### config.mk
export PLATFORM = sky130hd
export DESIGN_NAME = tqg_grader
export DESIGN_NICKNAME = d
export VERILOG_FILES = /design/src/inc/tqg_pkg.sv /design/src/inc/tqg_amp_if.sv /design/src/logic/tqg_amp_engine.sv /design/src/logic/tqg_grader.sv
export VERILOG_INCLUDE_DIRS = /design/src /design/src/inc
export SDC_FILE = /design/constraint.sdc
export NUM_CORES = 2
export LEC_CHECK = 0
export BUFFER_PORTS_ARGS = -buffer_cell sky130_fd_sc_hd__buf_2
export CORE_ASPECT_RATIO = 0.5
export CORE_UTILIZATION = 25
export CTS_CLUSTER_DIAMETER = 50
export CTS_CLUSTER_SIZE = 8
export DETAILED_ROUTE_END_ITERATION = 12
export PLACE_DENSITY = 0.36
export SKIP_LAST_GASP = 1
export SLEW_MARGIN = 20
export SYNTH_ARGS = -nofsm -noshare
export SYNTH_HDL_FRONTEND = slang
export SYNTH_SLANG_ARGS = --single-unit
### constraint.sdc
create_clock -name i_clock -period 9.8 [get_ports i_clock]
set_input_delay 0.49 -clock i_clock [delete_from_list [all_inputs] [get_ports i_clock]]
set_output_delay 0.49 -clock i_clock [all_outputs]
set_load 0.1 [all_outputs]
### src/inc/tqg_defines.svh
`ifndef TQG_DEFINES_SVH
`define TQG_DEFINES_SVH

// ***********************************************************
// Register offsets
// ***********************************************************
`define TQG_OFS_CTRL      8'h00
`define TQG_OFS_DIV       8'h04
`define TQG_OFS_THR_WEAK  8'h08
`define TQG_OFS_THR_LOW   8'h0c
`define TQG_OFS_THR_HIGH  8'h10
`define TQG_OFS_TGT_LO    8'h14
`define TQG_OFS_TGT_HI    8'h18
`define TQG_OFS_AMR60     8'h1c
`define TQG_OFS_AMR70     8'h20
`define TQG_OFS_STATUS    8'h24
`define TQG_OFS_MASK      8'h28
`define TQG_OFS_RESULT    8'h2c
`define TQG_OFS_INFO      8'h30

// ***********************************************************
// Field positions
// ***********************************************************
`define TQG_CTRL_GRADE_EN 0
`define TQG_CTRL_AMR_EN   1
`define TQG_EV_PIXEL      0
`define TQG_EV_INC        1
`define TQG_EV_DEC        2
`define TQG_EV_DIV_DONE   3
`define TQG_EV_DIV_BAD    4
`define TQG_EV_W          5

// ***********************************************************
// Reset values
// ***********************************************************
`define TQG_RST_CTRL      2'h1
`define TQG_RST_DIV       8'h01
`define TQG_RST_THR_WEAK  12'h019
`define TQG_RST_THR_LOW   12'h064
`define TQG_RST_THR_HIGH  12'h7d0
`define TQG_RST_TGT_LO    12'h0c8
`define TQG_RST_TGT_HI    12'h5dc
`define TQG_RST_AMR       24'h000000

// ***********************************************************
// Device constants and limits
// ***********************************************************
`define TQG_DEV_DIV_ADDR  8'h85
`define TQG_CLIP_LIM      (12'sh7ea)
`define TQG_QUIET_LIM     (12'sh014)
`define TQG_UNAMB_STEP    16'h000f
`define TQG_SMP_LAST      2'h3

`endif

### src/inc/tqg_pkg.sv
package tqg_pkg;

   // Grading outcome of one pixel
   typedef enum logic [2:0] {
      CLS_SATURATED,
      CLS_TOO_BRIGHT,
      CLS_NO_OBJECT,
      CLS_WEAK,
      CLS_NOISY,
      CLS_GOOD,
      CLS_OVEREXPOSED,
      CLS_AMBIENT
   } tqg_class_t;

   // Integration time request for the next frame
   typedef enum logic [1:0] {
      ACT_HOLD,
      ACT_INC,
      ACT_DEC
   } tqg_action_t;

   // Device register writer
   typedef enum logic [1:0] {
      WR_IDLE,
      WR_WAIT_FRAME,
      WR_REQ
   } tqg_wr_state_t;

endpackage : tqg_pkg

### src/inc/tqg_amp_if.sv
`timescale 1ns/1ps
interface tqg_amp_if;
   logic signed [11:0] smp [4];
   logic [23:0] amp_sq;
   logic [3:0] clip;
   logic [3:0] quiet;

   modport eng
   (
      input smp,
      output amp_sq,
      output clip,
      output quiet
   );

   modport user
   (
      output smp,
      input amp_sq,
      input clip,
      input quiet
   );
endinterface : tqg_amp_if

### src/logic/tqg_amp_engine.sv
`timescale 1ns/1ps
`include "tqg_defines.svh"

module tqg_amp_engine
(
   // Phase samples in, amplitude and sample checks out
   tqg_amp_if.eng amp
);
   import tqg_pkg::*;

   // ***********************************************************
   // Amplitude squared
   // ***********************************************************
   // Limits are compared squared: no root extractor needed
   logic signed [12:0] diff_a;
   logic signed [12:0] diff_b;
   logic signed [25:0] prod_a;
   logic signed [25:0] prod_b;
   logic [25:0] sum_sq;

   assign diff_a = 13'(amp.smp[2]) - 13'(amp.smp[0]); // [RULE5]
   assign diff_b = 13'(amp.smp[3]) - 13'(amp.smp[1]); // [RULE5]
   assign prod_a = diff_a * diff_a;
   assign prod_b = diff_b * diff_b;
   assign sum_sq = unsigned'(prod_a) + unsigned'(prod_b);
   // Halving the root is a divide by four of the square
   assign amp.amp_sq = sum_sq[25:2]; // [RULE5]

   // ***********************************************************
   // Per sample full scale checks
   // ***********************************************************
   for (genvar k = 0; k < 4; k++)
   begin : g_smp
      assign amp.clip[k] = (amp.smp[k] > `TQG_CLIP_LIM) ||
                           (amp.smp[k] < -`TQG_CLIP_LIM); // [RULE12]
      assign amp.quiet[k] = (amp.smp[k] <= `TQG_QUIET_LIM) &&
                            (amp.smp[k] >= -`TQG_QUIET_LIM); // [RULE12]
   end

endmodule : tqg_amp_engine

### src/logic/tqg_grader.sv
// Added by the designer: the address-and-strobe port.
`timescale 1ns/1ps
`include "tqg_defines.svh"

//Behaviour
//RULE1: Unambiguity is c over twice LED frequency.
//RULE2: Divider sets range, time base, resolution.
//RULE3: Divider codes 0,1,3,7,15 scale everything.
//RULE4: Step 0.25 cm, doubling per halving.
//RULE5: Amplitude is half root of squared differences.
//RULE6: Amplitude grades weak, noisy, good, overexposed.
//RULE7: Weak lengthens, overexposed shortens integration.
//RULE8: Steer amplitude into 200 to 1500.
//RULE9: Modulated irradiance scales amplitude by time ratio.
//RULE10: Ambient ratio is 20 log of irradiances.
//RULE11: Ratio grades three ways; weak shortens.
//RULE12: Check overflow, samples, amplitude, ratio in order. Code checks the ratio before the noisy amplitude limit.
//RULE13: Overflow marks pixel saturated, shorten integration.
//RULE14: Overflow flag comes with every sample.
//RULE15: Divider changes only after integration ends.
//RULE16: Signed 12-bit samples, result one clock later.
//RULE17: Amplitude limits sit in writable registers.
module tqg_grader
(
   // Clock and reset
   input wire logic i_clock,
   input wire logic i_rst_n,
   // Register port
   input wire logic [7:0] i_reg_addr,
   input wire logic [31:0] i_reg_wdata,
   input wire logic i_reg_wr,
   input wire logic i_reg_rd,
   output logic [31:0] o_reg_rdata,
   output logic o_irq,
   // Sensor pins
   input wire logic i_pix_valid,
   input wire logic [11:0] i_pix_data,
   input wire logic i_overflow_flag_pin,
   input wire logic i_frame_sync,
   // Device register write request
   output logic o_dev_wr_req,
   output logic [7:0] o_dev_wr_addr,
   output logic [7:0] o_dev_wr_data,
   input wire logic i_dev_wr_ack,
   // Pixel grading result
   output logic o_res_valid,
   output tqg_pkg::tqg_class_t o_res_class,
   output tqg_pkg::tqg_action_t o_res_action,
   output logic o_res_dist_ok,
   output logic [23:0] o_res_amp_sq,
   // Applied modulation clock divider
   output logic [7:0] o_mod_div
);
   import tqg_pkg::*;

   // ***********************************************************
   // Pin synchronisers
   // ***********************************************************
   // Data are synchronised beside the strobe, so the sensor must
   // hold a sample at least three host clocks around its strobe.
   logic pv_s1_r;
   logic pv_s2_r;
   logic pv_d_r;
   logic [11:0] pd_s1_r;
   logic [11:0] pd_s2_r;
   logic of_s1_r;
   logic of_s2_r;
   logic fs_s1_r;
   logic fs_s2_r;
   logic fs_d_r;

   always_ff @(posedge i_clock or negedge i_rst_n)
   begin
      if (!i_rst_n)
      begin
         pv_s1_r <= 1'b0;
         pv_s2_r <= 1'b0;
         pv_d_r <= 1'b0;
         pd_s1_r <= 12'h000;
         pd_s2_r <= 12'h000;
         of_s1_r <= 1'b0;
         of_s2_r <= 1'b0;
         fs_s1_r <= 1'b0;
         fs_s2_r <= 1'b0;
         fs_d_r <= 1'b0;
      end
      else
      begin
         pv_s1_r <= i_pix_valid;
         pv_s2_r <= pv_s1_r;
         pv_d_r <= pv_s2_r;
         pd_s1_r <= i_pix_data;
         pd_s2_r <= pd_s1_r;
         of_s1_r <= i_overflow_flag_pin;
         of_s2_r <= of_s1_r;
         fs_s1_r <= i_frame_sync;
         fs_s2_r <= fs_s1_r;
         fs_d_r <= fs_s2_r;
      end
   end

   logic smp_take;
   logic frame_end;
   assign smp_take = pv_s2_r & ~pv_d_r;
   assign frame_end = fs_d_r & ~fs_s2_r;

   // ***********************************************************
   // Register file
   // ***********************************************************
   logic [1:0] ctrl_r;
   logic [11:0] thr_weak_r;
   logic [11:0] thr_low_r;
   logic [11:0] thr_high_r;
   logic [11:0] tgt_lo_r;
   logic [11:0] tgt_hi_r;
   logic [23:0] amr60_r;
   logic [23:0] amr70_r;
   logic [`TQG_EV_W-1:0] status_r;
   logic [`TQG_EV_W-1:0] status_nxt;
   logic [`TQG_EV_W-1:0] mask_r;
   logic [`TQG_EV_W-1:0] ev_set;
   logic [31:0] rdata_r;
   logic [31:0] rdata_nxt;

   logic sel_ctrl;
   logic sel_div;
   logic sel_weak;
   logic sel_low;
   logic sel_high;
   logic sel_tlo;
   logic sel_thi;
   logic sel_a60;
   logic sel_a70;
   logic sel_status;
   logic sel_mask;
   logic sel_result;
   logic sel_info;

   assign sel_ctrl = i_reg_addr == `TQG_OFS_CTRL;
   assign sel_div = i_reg_addr == `TQG_OFS_DIV;
   assign sel_weak = i_reg_addr == `TQG_OFS_THR_WEAK;
   assign sel_low = i_reg_addr == `TQG_OFS_THR_LOW;
   assign sel_high = i_reg_addr == `TQG_OFS_THR_HIGH;
   assign sel_tlo = i_reg_addr == `TQG_OFS_TGT_LO;
   assign sel_thi = i_reg_addr == `TQG_OFS_TGT_HI;
   assign sel_a60 = i_reg_addr == `TQG_OFS_AMR60;
   assign sel_a70 = i_reg_addr == `TQG_OFS_AMR70;
   assign sel_status = i_reg_addr == `TQG_OFS_STATUS;
   assign sel_mask = i_reg_addr == `TQG_OFS_MASK;
   assign sel_result = i_reg_addr == `TQG_OFS_RESULT;
   assign sel_info = i_reg_addr == `TQG_OFS_INFO;

   always_ff @(posedge i_clock or negedge i_rst_n)
   begin
      if (!i_rst_n)
      begin
         ctrl_r <= `TQG_RST_CTRL;
         thr_weak_r <= `TQG_RST_THR_WEAK;
         thr_low_r <= `TQG_RST_THR_LOW;
         thr_high_r <= `TQG_RST_THR_HIGH;
         tgt_lo_r <= `TQG_RST_TGT_LO;
         tgt_hi_r <= `TQG_RST_TGT_HI;
         amr60_r <= `TQG_RST_AMR;
         amr70_r <= `TQG_RST_AMR;
         mask_r <= '0;
      end
      else if (i_reg_wr)
      begin
         if (sel_ctrl) ctrl_r <= i_reg_wdata[1:0];
         if (sel_weak) thr_weak_r <= i_reg_wdata[11:0]; // [RULE17]
         if (sel_low) thr_low_r <= i_reg_wdata[11:0]; // [RULE17]
         if (sel_high) thr_high_r <= i_reg_wdata[11:0]; // [RULE17]
         if (sel_tlo) tgt_lo_r <= i_reg_wdata[11:0]; // [RULE8]
         if (sel_thi) tgt_hi_r <= i_reg_wdata[11:0]; // [RULE8]
         if (sel_a60) amr60_r <= i_reg_wdata[23:0]; // [RULE9]
         if (sel_a70) amr70_r <= i_reg_wdata[23:0]; // [RULE9]
         if (sel_mask) mask_r <= i_reg_wdata[`TQG_EV_W-1:0];
      end
   end

   // A new event in the clearing read survives the clear
   assign status_nxt = (status_r & ~{`TQG_EV_W{i_reg_rd & sel_status}}) | ev_set;

   always_ff @(posedge i_clock or negedge i_rst_n)
   begin
      if (!i_rst_n)
      begin
         status_r <= '0;
         rdata_r <= '0;
      end
      else
      begin
         status_r <= status_nxt;
         rdata_r <= rdata_nxt;
      end
   end

   assign o_irq = |(status_r & mask_r);
   assign o_reg_rdata = rdata_r;

   // ***********************************************************
   // Modulation clock divider and derived scales
   // ***********************************************************
   tqg_wr_state_t wr_state_r;
   tqg_wr_state_t wr_state_nxt;
   logic [7:0] div_cur_r;
   logic [7:0] div_pend_r;
   logic div_wr;
   logic div_ok;
   logic div_done;
   logic [7:0] tbase_mult;
   logic [15:0] unamb_halfm;

   assign div_wr = i_reg_wr & sel_div;
   // Legal codes are 2^n-1 up to 15
   assign div_ok = ((i_reg_wdata[7:0] & 8'(i_reg_wdata[7:0] + 8'h01)) == 8'h00) &&
                   (i_reg_wdata[7:4] == 4'h0); // [RULE3]
   assign div_done = (wr_state_r == WR_REQ) & i_dev_wr_ack;

   // Time base multiplier and quarter-cm step are code+1
   assign tbase_mult = 8'(div_cur_r + 8'h01); // [RULE2] [RULE3] [RULE4]
   // Unambiguity distance in half metres: 7.5 m per step
   assign unamb_halfm = 16'(`TQG_UNAMB_STEP * {8'h00, tbase_mult}); // [RULE1]

   always_comb
   begin
      wr_state_nxt = wr_state_r;
      unique case (wr_state_r)
         WR_IDLE:
         begin
            if (div_wr && div_ok)
               wr_state_nxt = WR_WAIT_FRAME;
         end
         WR_WAIT_FRAME:
         begin
            // Modulation settings move only between frames
            if (frame_end)
               wr_state_nxt = WR_REQ; // [RULE15]
         end
         WR_REQ:
         begin
            if (i_dev_wr_ack)
               wr_state_nxt = WR_IDLE;
         end
      endcase
   end

   always_ff @(posedge i_clock or negedge i_rst_n)
   begin
      if (!i_rst_n)
      begin
         wr_state_r <= WR_IDLE;
         div_cur_r <= `TQG_RST_DIV;
         div_pend_r <= `TQG_RST_DIV;
      end
      else
      begin
         wr_state_r <= wr_state_nxt;
         // A request in flight keeps its value; writes during it are dropped
         if (div_wr && div_ok && wr_state_r != WR_REQ)
            div_pend_r <= i_reg_wdata[7:0];
         if (div_done)
            div_cur_r <= div_pend_r; // [RULE2]
      end
   end

   assign o_dev_wr_req = wr_state_r == WR_REQ;
   assign o_dev_wr_addr = `TQG_DEV_DIV_ADDR;
   assign o_dev_wr_data = div_pend_r;
   assign o_mod_div = div_cur_r;

   // ***********************************************************
   // Phase sample collection
   // ***********************************************************
   logic [1:0] smp_idx_r;
   logic signed [11:0] smp_r [3];
   logic ovf_acc_r;
   logic smp_last;
   logic ovf_any;

   assign smp_last = smp_take & (smp_idx_r == `TQG_SMP_LAST);
   // The flag travels with every sample and any one taints the pixel
   assign ovf_any = ovf_acc_r | of_s2_r; // [RULE14] [RULE13]

   always_ff @(posedge i_clock or negedge i_rst_n)
   begin
      if (!i_rst_n)
      begin
         smp_idx_r <= 2'h0;
         ovf_acc_r <= 1'b0;
         smp_r <= '{default: 12'h000};
      end
      else if (frame_end)
      begin
         smp_idx_r <= 2'h0;
         ovf_acc_r <= 1'b0;
      end
      else if (smp_take)
      begin
         smp_idx_r <= 2'(smp_idx_r + 2'h1);
         ovf_acc_r <= smp_last ? 1'b0 : ovf_any;
         if (!smp_last)
            smp_r[smp_idx_r] <= signed'(pd_s2_r); // [RULE16]
      end
   end

   tqg_amp_if amp ();

   assign amp.smp[0] = smp_r[0];
   assign amp.smp[1] = smp_r[1];
   assign amp.smp[2] = smp_r[2];
   assign amp.smp[3] = signed'(pd_s2_r);

   tqg_amp_engine u_amp
   (
      .amp(amp.eng)
   );

   // ***********************************************************
   // Validity and quality ladder
   // ***********************************************************
   logic [23:0] weak_sq;
   logic [23:0] low_sq;
   logic [23:0] high_sq;
   logic [23:0] tlo_sq;
   logic [23:0] thi_sq;
   logic amr_weak;
   logic amr_good;
   tqg_class_t cls_nxt;
   tqg_action_t act_nxt;
   logic dist_ok_nxt;

   assign weak_sq = thr_weak_r * thr_weak_r; // [RULE6]
   assign low_sq = thr_low_r * thr_low_r; // [RULE6]
   assign high_sq = thr_high_r * thr_high_r; // [RULE6]
   assign tlo_sq = tgt_lo_r * tgt_lo_r;
   assign thi_sq = tgt_hi_r * tgt_hi_r;
   // Software prefolds sensitivity, times and ambient
   // into squared limits: no logarithm here
   assign amr_weak = ctrl_r[`TQG_CTRL_AMR_EN] & (amp.amp_sq < amr70_r); // [RULE10] [RULE11]
   assign amr_good = ~ctrl_r[`TQG_CTRL_AMR_EN] | (amp.amp_sq >= amr60_r); // [RULE11]

   always_comb
   begin
      cls_nxt = CLS_GOOD;
      act_nxt = ACT_HOLD;
      dist_ok_nxt = 1'b0;
      if (ovf_any)
      begin
         cls_nxt = CLS_SATURATED; // [RULE13] [RULE12]
         act_nxt = ACT_DEC;
      end
      else if (|amp.clip)
      begin
         cls_nxt = CLS_TOO_BRIGHT; // [RULE12]
         act_nxt = ACT_DEC;
      end
      else if (&amp.quiet)
      begin
         cls_nxt = CLS_NO_OBJECT; // [RULE12]
         act_nxt = ACT_INC;
      end
      else if (amp.amp_sq > high_sq)
      begin
         cls_nxt = CLS_OVEREXPOSED; // [RULE6] [RULE7]
         act_nxt = ACT_DEC;
      end
      else if (amp.amp_sq < weak_sq)
      begin
         cls_nxt = CLS_WEAK; // [RULE6] [RULE7]
         act_nxt = ACT_INC;
      end
      else if (amr_weak)
      begin
         cls_nxt = CLS_AMBIENT; // [RULE11] [RULE12]
         act_nxt = ACT_DEC;
      end
      else if (amp.amp_sq < low_sq)
      begin
         cls_nxt = CLS_NOISY; // [RULE6]
         act_nxt = ACT_INC;
         dist_ok_nxt = amr_good;
      end
      else
      begin
         cls_nxt = CLS_GOOD;
         dist_ok_nxt = amr_good; // [RULE12]
         // Closed loop: hold the amplitude inside the target window
         if (amp.amp_sq < tlo_sq)
            act_nxt = ACT_INC; // [RULE8]
         else if (amp.amp_sq > thi_sq)
            act_nxt = ACT_DEC; // [RULE8]
      end
   end

   // ***********************************************************
   // Result registers and events
   // ***********************************************************
   logic grade;
   assign grade = smp_last & ctrl_r[`TQG_CTRL_GRADE_EN];

   always_ff @(posedge i_clock or negedge i_rst_n)
   begin
      if (!i_rst_n)
      begin
         o_res_valid <= 1'b0;
         o_res_class <= CLS_SATURATED;
         o_res_action <= ACT_HOLD;
         o_res_dist_ok <= 1'b0;
         o_res_amp_sq <= '0;
      end
      else
      begin
         o_res_valid <= grade; // [RULE16]
         if (grade)
         begin
            o_res_class <= cls_nxt; // [RULE16]
            o_res_action <= act_nxt;
            o_res_dist_ok <= dist_ok_nxt;
            o_res_amp_sq <= amp.amp_sq;
         end
      end
   end

   assign ev_set[`TQG_EV_PIXEL] = o_res_valid;
   assign ev_set[`TQG_EV_INC] = o_res_valid & (o_res_action == ACT_INC);
   assign ev_set[`TQG_EV_DEC] = o_res_valid & (o_res_action == ACT_DEC);
   assign ev_set[`TQG_EV_DIV_DONE] = div_done;
   assign ev_set[`TQG_EV_DIV_BAD] = div_wr & ~div_ok;

   // ***********************************************************
   // Read data selection
   // ***********************************************************
   logic [31:0] rd_result;
   logic [31:0] rd_info;
   assign rd_result = {o_res_amp_sq, 1'b0, o_res_dist_ok, o_res_action,
                       1'b0, o_res_class};
   assign rd_info = {unamb_halfm, tbase_mult, tbase_mult};

   always_comb
   begin
      rdata_nxt = '0;
      if (i_reg_rd)
      begin
         if (sel_ctrl) rdata_nxt = {30'h0, ctrl_r};
         if (sel_div) rdata_nxt = {16'h0, div_pend_r, div_cur_r};
         if (sel_weak) rdata_nxt = {20'h0, thr_weak_r};
         if (sel_low) rdata_nxt = {20'h0, thr_low_r};
         if (sel_high) rdata_nxt = {20'h0, thr_high_r};
         if (sel_tlo) rdata_nxt = {20'h0, tgt_lo_r};
         if (sel_thi) rdata_nxt = {20'h0, tgt_hi_r};
         if (sel_a60) rdata_nxt = {8'h00, amr60_r};
         if (sel_a70) rdata_nxt = {8'h00, amr70_r};
         if (sel_status) rdata_nxt = {27'h0, status_r};
         if (sel_mask) rdata_nxt = {27'h0, mask_r};
         if (sel_result) rdata_nxt = rd_result;
         if (sel_info) rdata_nxt = rd_info; // [RULE2]
      end
   end

endmodule : tqg_grader

### Word-level counts from Yosys, hierarchy flattened

Cells that the tools add are included.

* add/sub/neg operators: 6
* $mul: 8
* order comparisons: 25
* eq/ne operators: 21
* multiplexer cells: 48
* bitwise logic cells: 25
* reductions and logical operators: 31

Operator list (number)
* $mux W32: 13
* $mul A12 B12 Y24: 5
* $lt A24 B24 Y1: 4
* $mul A13 B13 Y26: 2
* $ge A12 B6 Y1 const B: 4
* $gt A12 B12 Y1 const B: 4
* $gt A24 B24 Y1: 2
* $le A12 B6 Y1 const B: 4
* $lt A12 B12 Y1 const B: 4
* $eq A8 B6 Y1 const B: 5
* $bwmux W36: 1
* $eq A8 B5 Y1 const B: 4
* $mux W2: 16
* $add A26 B26 Y26: 1
* $sub A12 B12 Y13: 2
* $demux W12 S2: 1
* $ge A24 B24 Y1: 1
* $reduce_and A2 Y1: 9
* $add A8 B1 Y8 const B: 2
* $eq A8 B4 Y1 const B: 2
* $logic_not A8 Y1: 2
* $mux W3: 5
* $mul A4 B8 Y12 const A: 1
* $mux W12: 1
* 27 further kinds: 69

* bits in registers: 272
* input port bits: 60
* output and inout port bits: 89

### Logic depth before layout (Yosys ltp)

* depth in word-level cells: 15
* mapped depth: 49
* mapped depth without buffers: 48

### Cells and area by module

A second synthesis with hierarchy kept.

* cells, all modules: 5063
* area total of the unflattened synthesis: 47745.8 um^2

Modules (own cells, without submodules)
* tqg_grader: instances 1, cells each 3616, area each 34549.4 um^2, sequential area each 6837.8 um^2
* tqg_amp_engine: instances 1, cells each 1447, area each 13196.4 um^2, sequential area each 0.0 um^2

### Worst setup path after synthesis

No wires, ideal clock.

* path type: register to register
* start: register smp_r (netlist bit amp.smp[12])
* end: register o_res_action[1]
* library setup time: 0.067 ns
* data arrival time: 10.361 ns
* required time: 9.733 ns
* slack: -0.628 ns
* cell stages (with the launch flop): 47
* buffers on the path: 1
* period minus slack after synthesis: 10.428 ns
* cell sequence: dfrtp_1 -> inv_1 -> ha_1 -> inv_1 -> fa_1 -> a21o_1 -> a21oi_1 -> o21ai_0 -> a21oi_1 -> o21bai_1 -> a21oi_1 -> o21bai_1 -> a21oi_1 -> xnor2_1 -> inv_1 -> clkbuf_1 -> nor2_1 -> fa_1 -> [... 11 more ...] -> a21oi_1 -> o21ai_0 -> a221o_1 -> or4_4 -> nand2_1 -> o21ai_1 -> or4_1 -> a31oi_1 -> xnor2_1 -> ha_1 -> nand2_1 -> or2_2 -> a21oi_1 -> o32ai_1 -> nand4_1 -> o21ai_0 -> a221oi_1 -> o221a_2

* word-level cells in the longest chain between the ends: 13
* elaborated cells on any way between the ends: 27
* classes of those cells: add/sub (2); mul (1); order compare (10); mux (9); bitwise (1); reduce/logical (4)

Ends and longest elaborated chain
* from (decl): line tqg_grader.sv:276 `logic signed [11:0] smp_r [3];`
* from (signal, indexed assignment): line tqg_grader.sv:303 `smp_r[smp_idx_r] <= signed'(pd_s2_r);`
* $sub A12 B12 Y13 *: line tqg_amp_engine.sv:21 `assign diff_a = 13'(amp.smp[2]) - 13'(amp.smp[0]);`
* $mul A13 B13 Y26 *: line tqg_amp_engine.sv:23 `assign prod_a = diff_a * diff_a;`
* $add A26 B26 Y26 *: line tqg_amp_engine.sv:25 `assign sum_sq = unsigned'(prod_a) + unsigned'(prod_b);`
* via amp.amp_sq[23]: line tqg_amp_if.sv:4 `logic [23:0] amp_sq;`
* $gt A24 B24 Y1: line tqg_grader.sv:391 `else if (amp.amp_sq > thi_sq)`
* $mux W2: line tqg_grader.sv:391
* $mux W2: line tqg_grader.sv:389 `if (amp.amp_sq < tlo_sq)`
* $mux W2: line tqg_grader.sv:378 `else if (amp.amp_sq < low_sq)`
* $mux W2: line tqg_grader.sv:373 `else if (amr_weak)`
* $mux W2: line tqg_grader.sv:368 `else if (amp.amp_sq < weak_sq)`
* $mux W2 *: line tqg_grader.sv:363 `else if (amp.amp_sq > high_sq)`
* $mux W2 *: line tqg_grader.sv:358 `else if (&amp.quiet)`
* $mux W2 *: line tqg_grader.sv:353 `else if (|amp.clip)`
* $mux W2 *: line tqg_grader.sv:348 `if (ovf_any)`
* to (signal assigned): line tqg_grader.sv:418 `o_res_action <= act_nxt;`
* to (decl): line tqg_grader.sv:48 `output tqg_pkg::tqg_action_t o_res_action,`

Mark *: on every way through the listed nets, which the timed path passes. The rest lies on a longest branch.
A chain may end at the register's enable or synchronous reset.

### Final worst setup path

Ends and elaborated chain as after synthesis.

==> results.md <==
- Ys flop type: dfrtp_1
- Clk_lat worst skew: 0.65 ns
- Slew @ Worst Pin: 1.05 ns
- WL per Instance: 20.1 um
- Status: finished, violations left
- Synth area leaders: fa_1 32%, ha_1 16%, dfrtp_1 13%, inv_1 7.9%, mux2_2 3.6%
- Worst Path Buf+Inv: 9
- Die height: 308 um
- Hold Violations, Final: 0
- Max-cap violations: 0
- Core area: 185000 um2
- Seq cells post-synth: 272
- Max incr delay on CP: 0.52 ns
- Clock sinks: 272
- Synth Instances: 4919
- Synth unique cells: 79
- Compound-gate portion of the synthesized area: 9.08%
- First-pass GRT wire length: 246000 um
- Crit-path max FO: 4
- Cell Area, Synth: 46800 um2
- Share of layout cells above drive strength 1: 18.0%
- Slew Viols, Final: 0
- Starting density of the core: 25.4%
- DR vias/cell: 4.46
- Placed Instances: 7824
- Fraction of the mapped netlist area in simple logic gates: 12.2%
- Setup crit start kind: flop
- Top cell type's share of synthesized area: 31.7%
- Mux cell area share after synthesis: 3.69%
- Crit-path leading delay family: adder cells
- Period utilization: 106%
- Final worst slack: -0.567 ns
- Count of input and output buffers: 132
- Residual DRC: 2
- CTS tree: built
- Routed Antenna Nets: 0
- Vias in the first global route: 39.0k
- Worst EP required: 10.36 ns
- Setup tns final: -2.87 ns
- DRT Wirelength: 160000 um
- Async set or reset register ratio after synthesis: 100%
- Routed via count: 35.4k
- Clk pin slew, worst setup/hold paths: 0.06 ns
- Clk_skew: 0.0434 ns
- Post-synthesis xor/xnor area fraction: 3.70%
- Initial DRT Pass Iterations: 12
- Worst Path Arrival: 10.93 ns
- Largest family of logic cells by synthesized area: adder cells
- Most frequent cells after synthesis: 987 x inv_1, 741 x fa_1, 596 x ha_1, 365 x nand2_1, 250 x and2_1
- Slowest stage cell, crit path: fa_1
- Clk buf depth: 3
- Die Wd: 614 um
- Final hold slack: 0.103 ns
- # setup viols final: 6
- CTS buffer count: 48
- Max H-tree Level: 2
- Root Driver: clkbuf_16
- Post-synth top area cell: fa_1
- Crit end category: flop
- Worst Path Class, Setup: flop to flop
- Die area: 189000 um2
- Post-synthesis adder-cell area fraction: 47.6%
- Fmax: 0.0965 GHz
- Non-Filler Instances: 7943
- Register area share after synthesis: 14.6%
- Drt initial violations: 1876
- Dpl hpwl: 132000 um
- Largest net degree at the start of global routing: 73
- Mapped Avg Cell Area: 9.52 um2
- Initial antenna violation count: 10
- Final GP Congestion: 0.842
- P&R area growth vs syn: 20.1%
- Hold Crit Class: input pin to flop
- Setup repair after global routing missed its margin: yes
- Synthesis Warnings: 0
- I/O pin count: 149
- Period minus WS final: 10.37 ns
- Nets@finish: 6818
- Count leader, synth: inv_1
- Violated checks: design-rule violations, negative setup slack
- Gr usage total: 17.2%
- CP dominant cell by count: fa_1
- Max_slew headroom: 29.8%
- Post-synth EDFFs: 0
- Total gr overflow: 0
- Row cnt: 111
==> timing repair <==
action	4_1_cts	5_1_grt
pin swaps	26	37
buffers inserted	11	8
endpoints found under the setup margin	6	7
endpoints found under the hold margin	75	0
gates cloned	0	0
gates resized for setup	68	55
hold buffers	16	0
==> cell type report <==
class	count	area, um2
repair buffers	583	4290
fillers	19333	128000
clock buffers	65	1310
well taps	2486	3110
diodes	3	7.51
clock inverters	18	329
inverters	999	3760
flip-flops and latches	272	6840
multi-input cells	3517	36600
==> cells in the final DEF, fill, tap and decap left out, types with 21 or more instances in the layout <==
master / netlist / final
nand2_1: 365 / 363
nand3_1: 39 / 36
mux2_2: 149 / 149
nand4_1: 25 / 25
o21ai_0: 162 / 142
o21a_1: 28 / 28
or2_2: 24 / 21
nand2b_1: 49 / 48
xor2_1: 86 / 81
fa_1: 741 / 731
dfstp_2: 25 / 25
dfrtp_1: 247 / 247
clkbuf_16: 0 / 48
a21oi_1: 178 / 166
o21bai_1: 22 / 22
ha_1: 596 / 583
buf_2: 1 / 131
nor2b_1: 57 / 57
and2_1: 250 / 250
xnor2_1: 112 / 95
buf_4: 8 / 415
a21o_1: 76 / 76
nor2_1: 237 / 217
inv_1: 987 / 977
nor3_1: 50 / 42
==> cells by family (layout without fill, tap and decap cells) <==
family | Yosys count | count (layout)
mux | 154 | 154
compound gates | 658 | 658
simple gates | 1162 | 1162
buf+inv | 1136 | 1665
fa+ha+maj | 1337 | 1337
flops | 272 | 272
xor+xnor | 198 | 198
other cells | 2 | 11
==> final timing paths <==
kind | from | to | slack, ns | cells after the start
min in group asynchronous | i_rst_n | amr70_r[12] | 0.39 | 2
max | amp.smp[12] | o_res_action[1] | -0.57 | 48
min reg2reg | pd_s1_r[10] | pd_s2_r[10] | 0.34 | 0
max reg2reg | amp.smp[12] | o_res_action[1] | -0.57 | 48
min | i_reg_wdata[12] | amr70_r[12] | 0.10 | 2
max in group asynchronous | i_rst_n | tgt_lo_r[2] | 7.09 | 4
==> layer usage <==
layer	GRT usage [%]	routed length (um)
met4	3.49	3320
met5	0	0
met1	23.3	75200
met3	1.42	4220
met2	30.2	77100
==> per-stage QoR <==
| step | setup slack (ns) | utilization (%) | area, um2 |
|---|---|---|---|
| 2_1_floorplan | -0.0570 | - | 47200 |
| 3_3_place_gp | -1.13 | 29.1 | 53800 |
| 3_5_place_dp | -1.12 | 29.1 | 53800 |
| 4_1_cts | -0.622 | 30.3 | 55900 |
| 5_1_grt | -1.09 | 30.5 | 56300 |
| 6_report | -0.567 | 30.5 | 56300 |
==> flip-flops by register name, indices dropped and copies added, names as in the netlist, 24 cells and up <==
signal / count
amp.smp: 36
amr60_r: 24
amr70_r: 24
o_reg_rdata: 32
o_res_amp_sq: 24
Power is not shown: default switching activity piles up to over one toggle a cycle in this logic, so the estimate is an artifact.
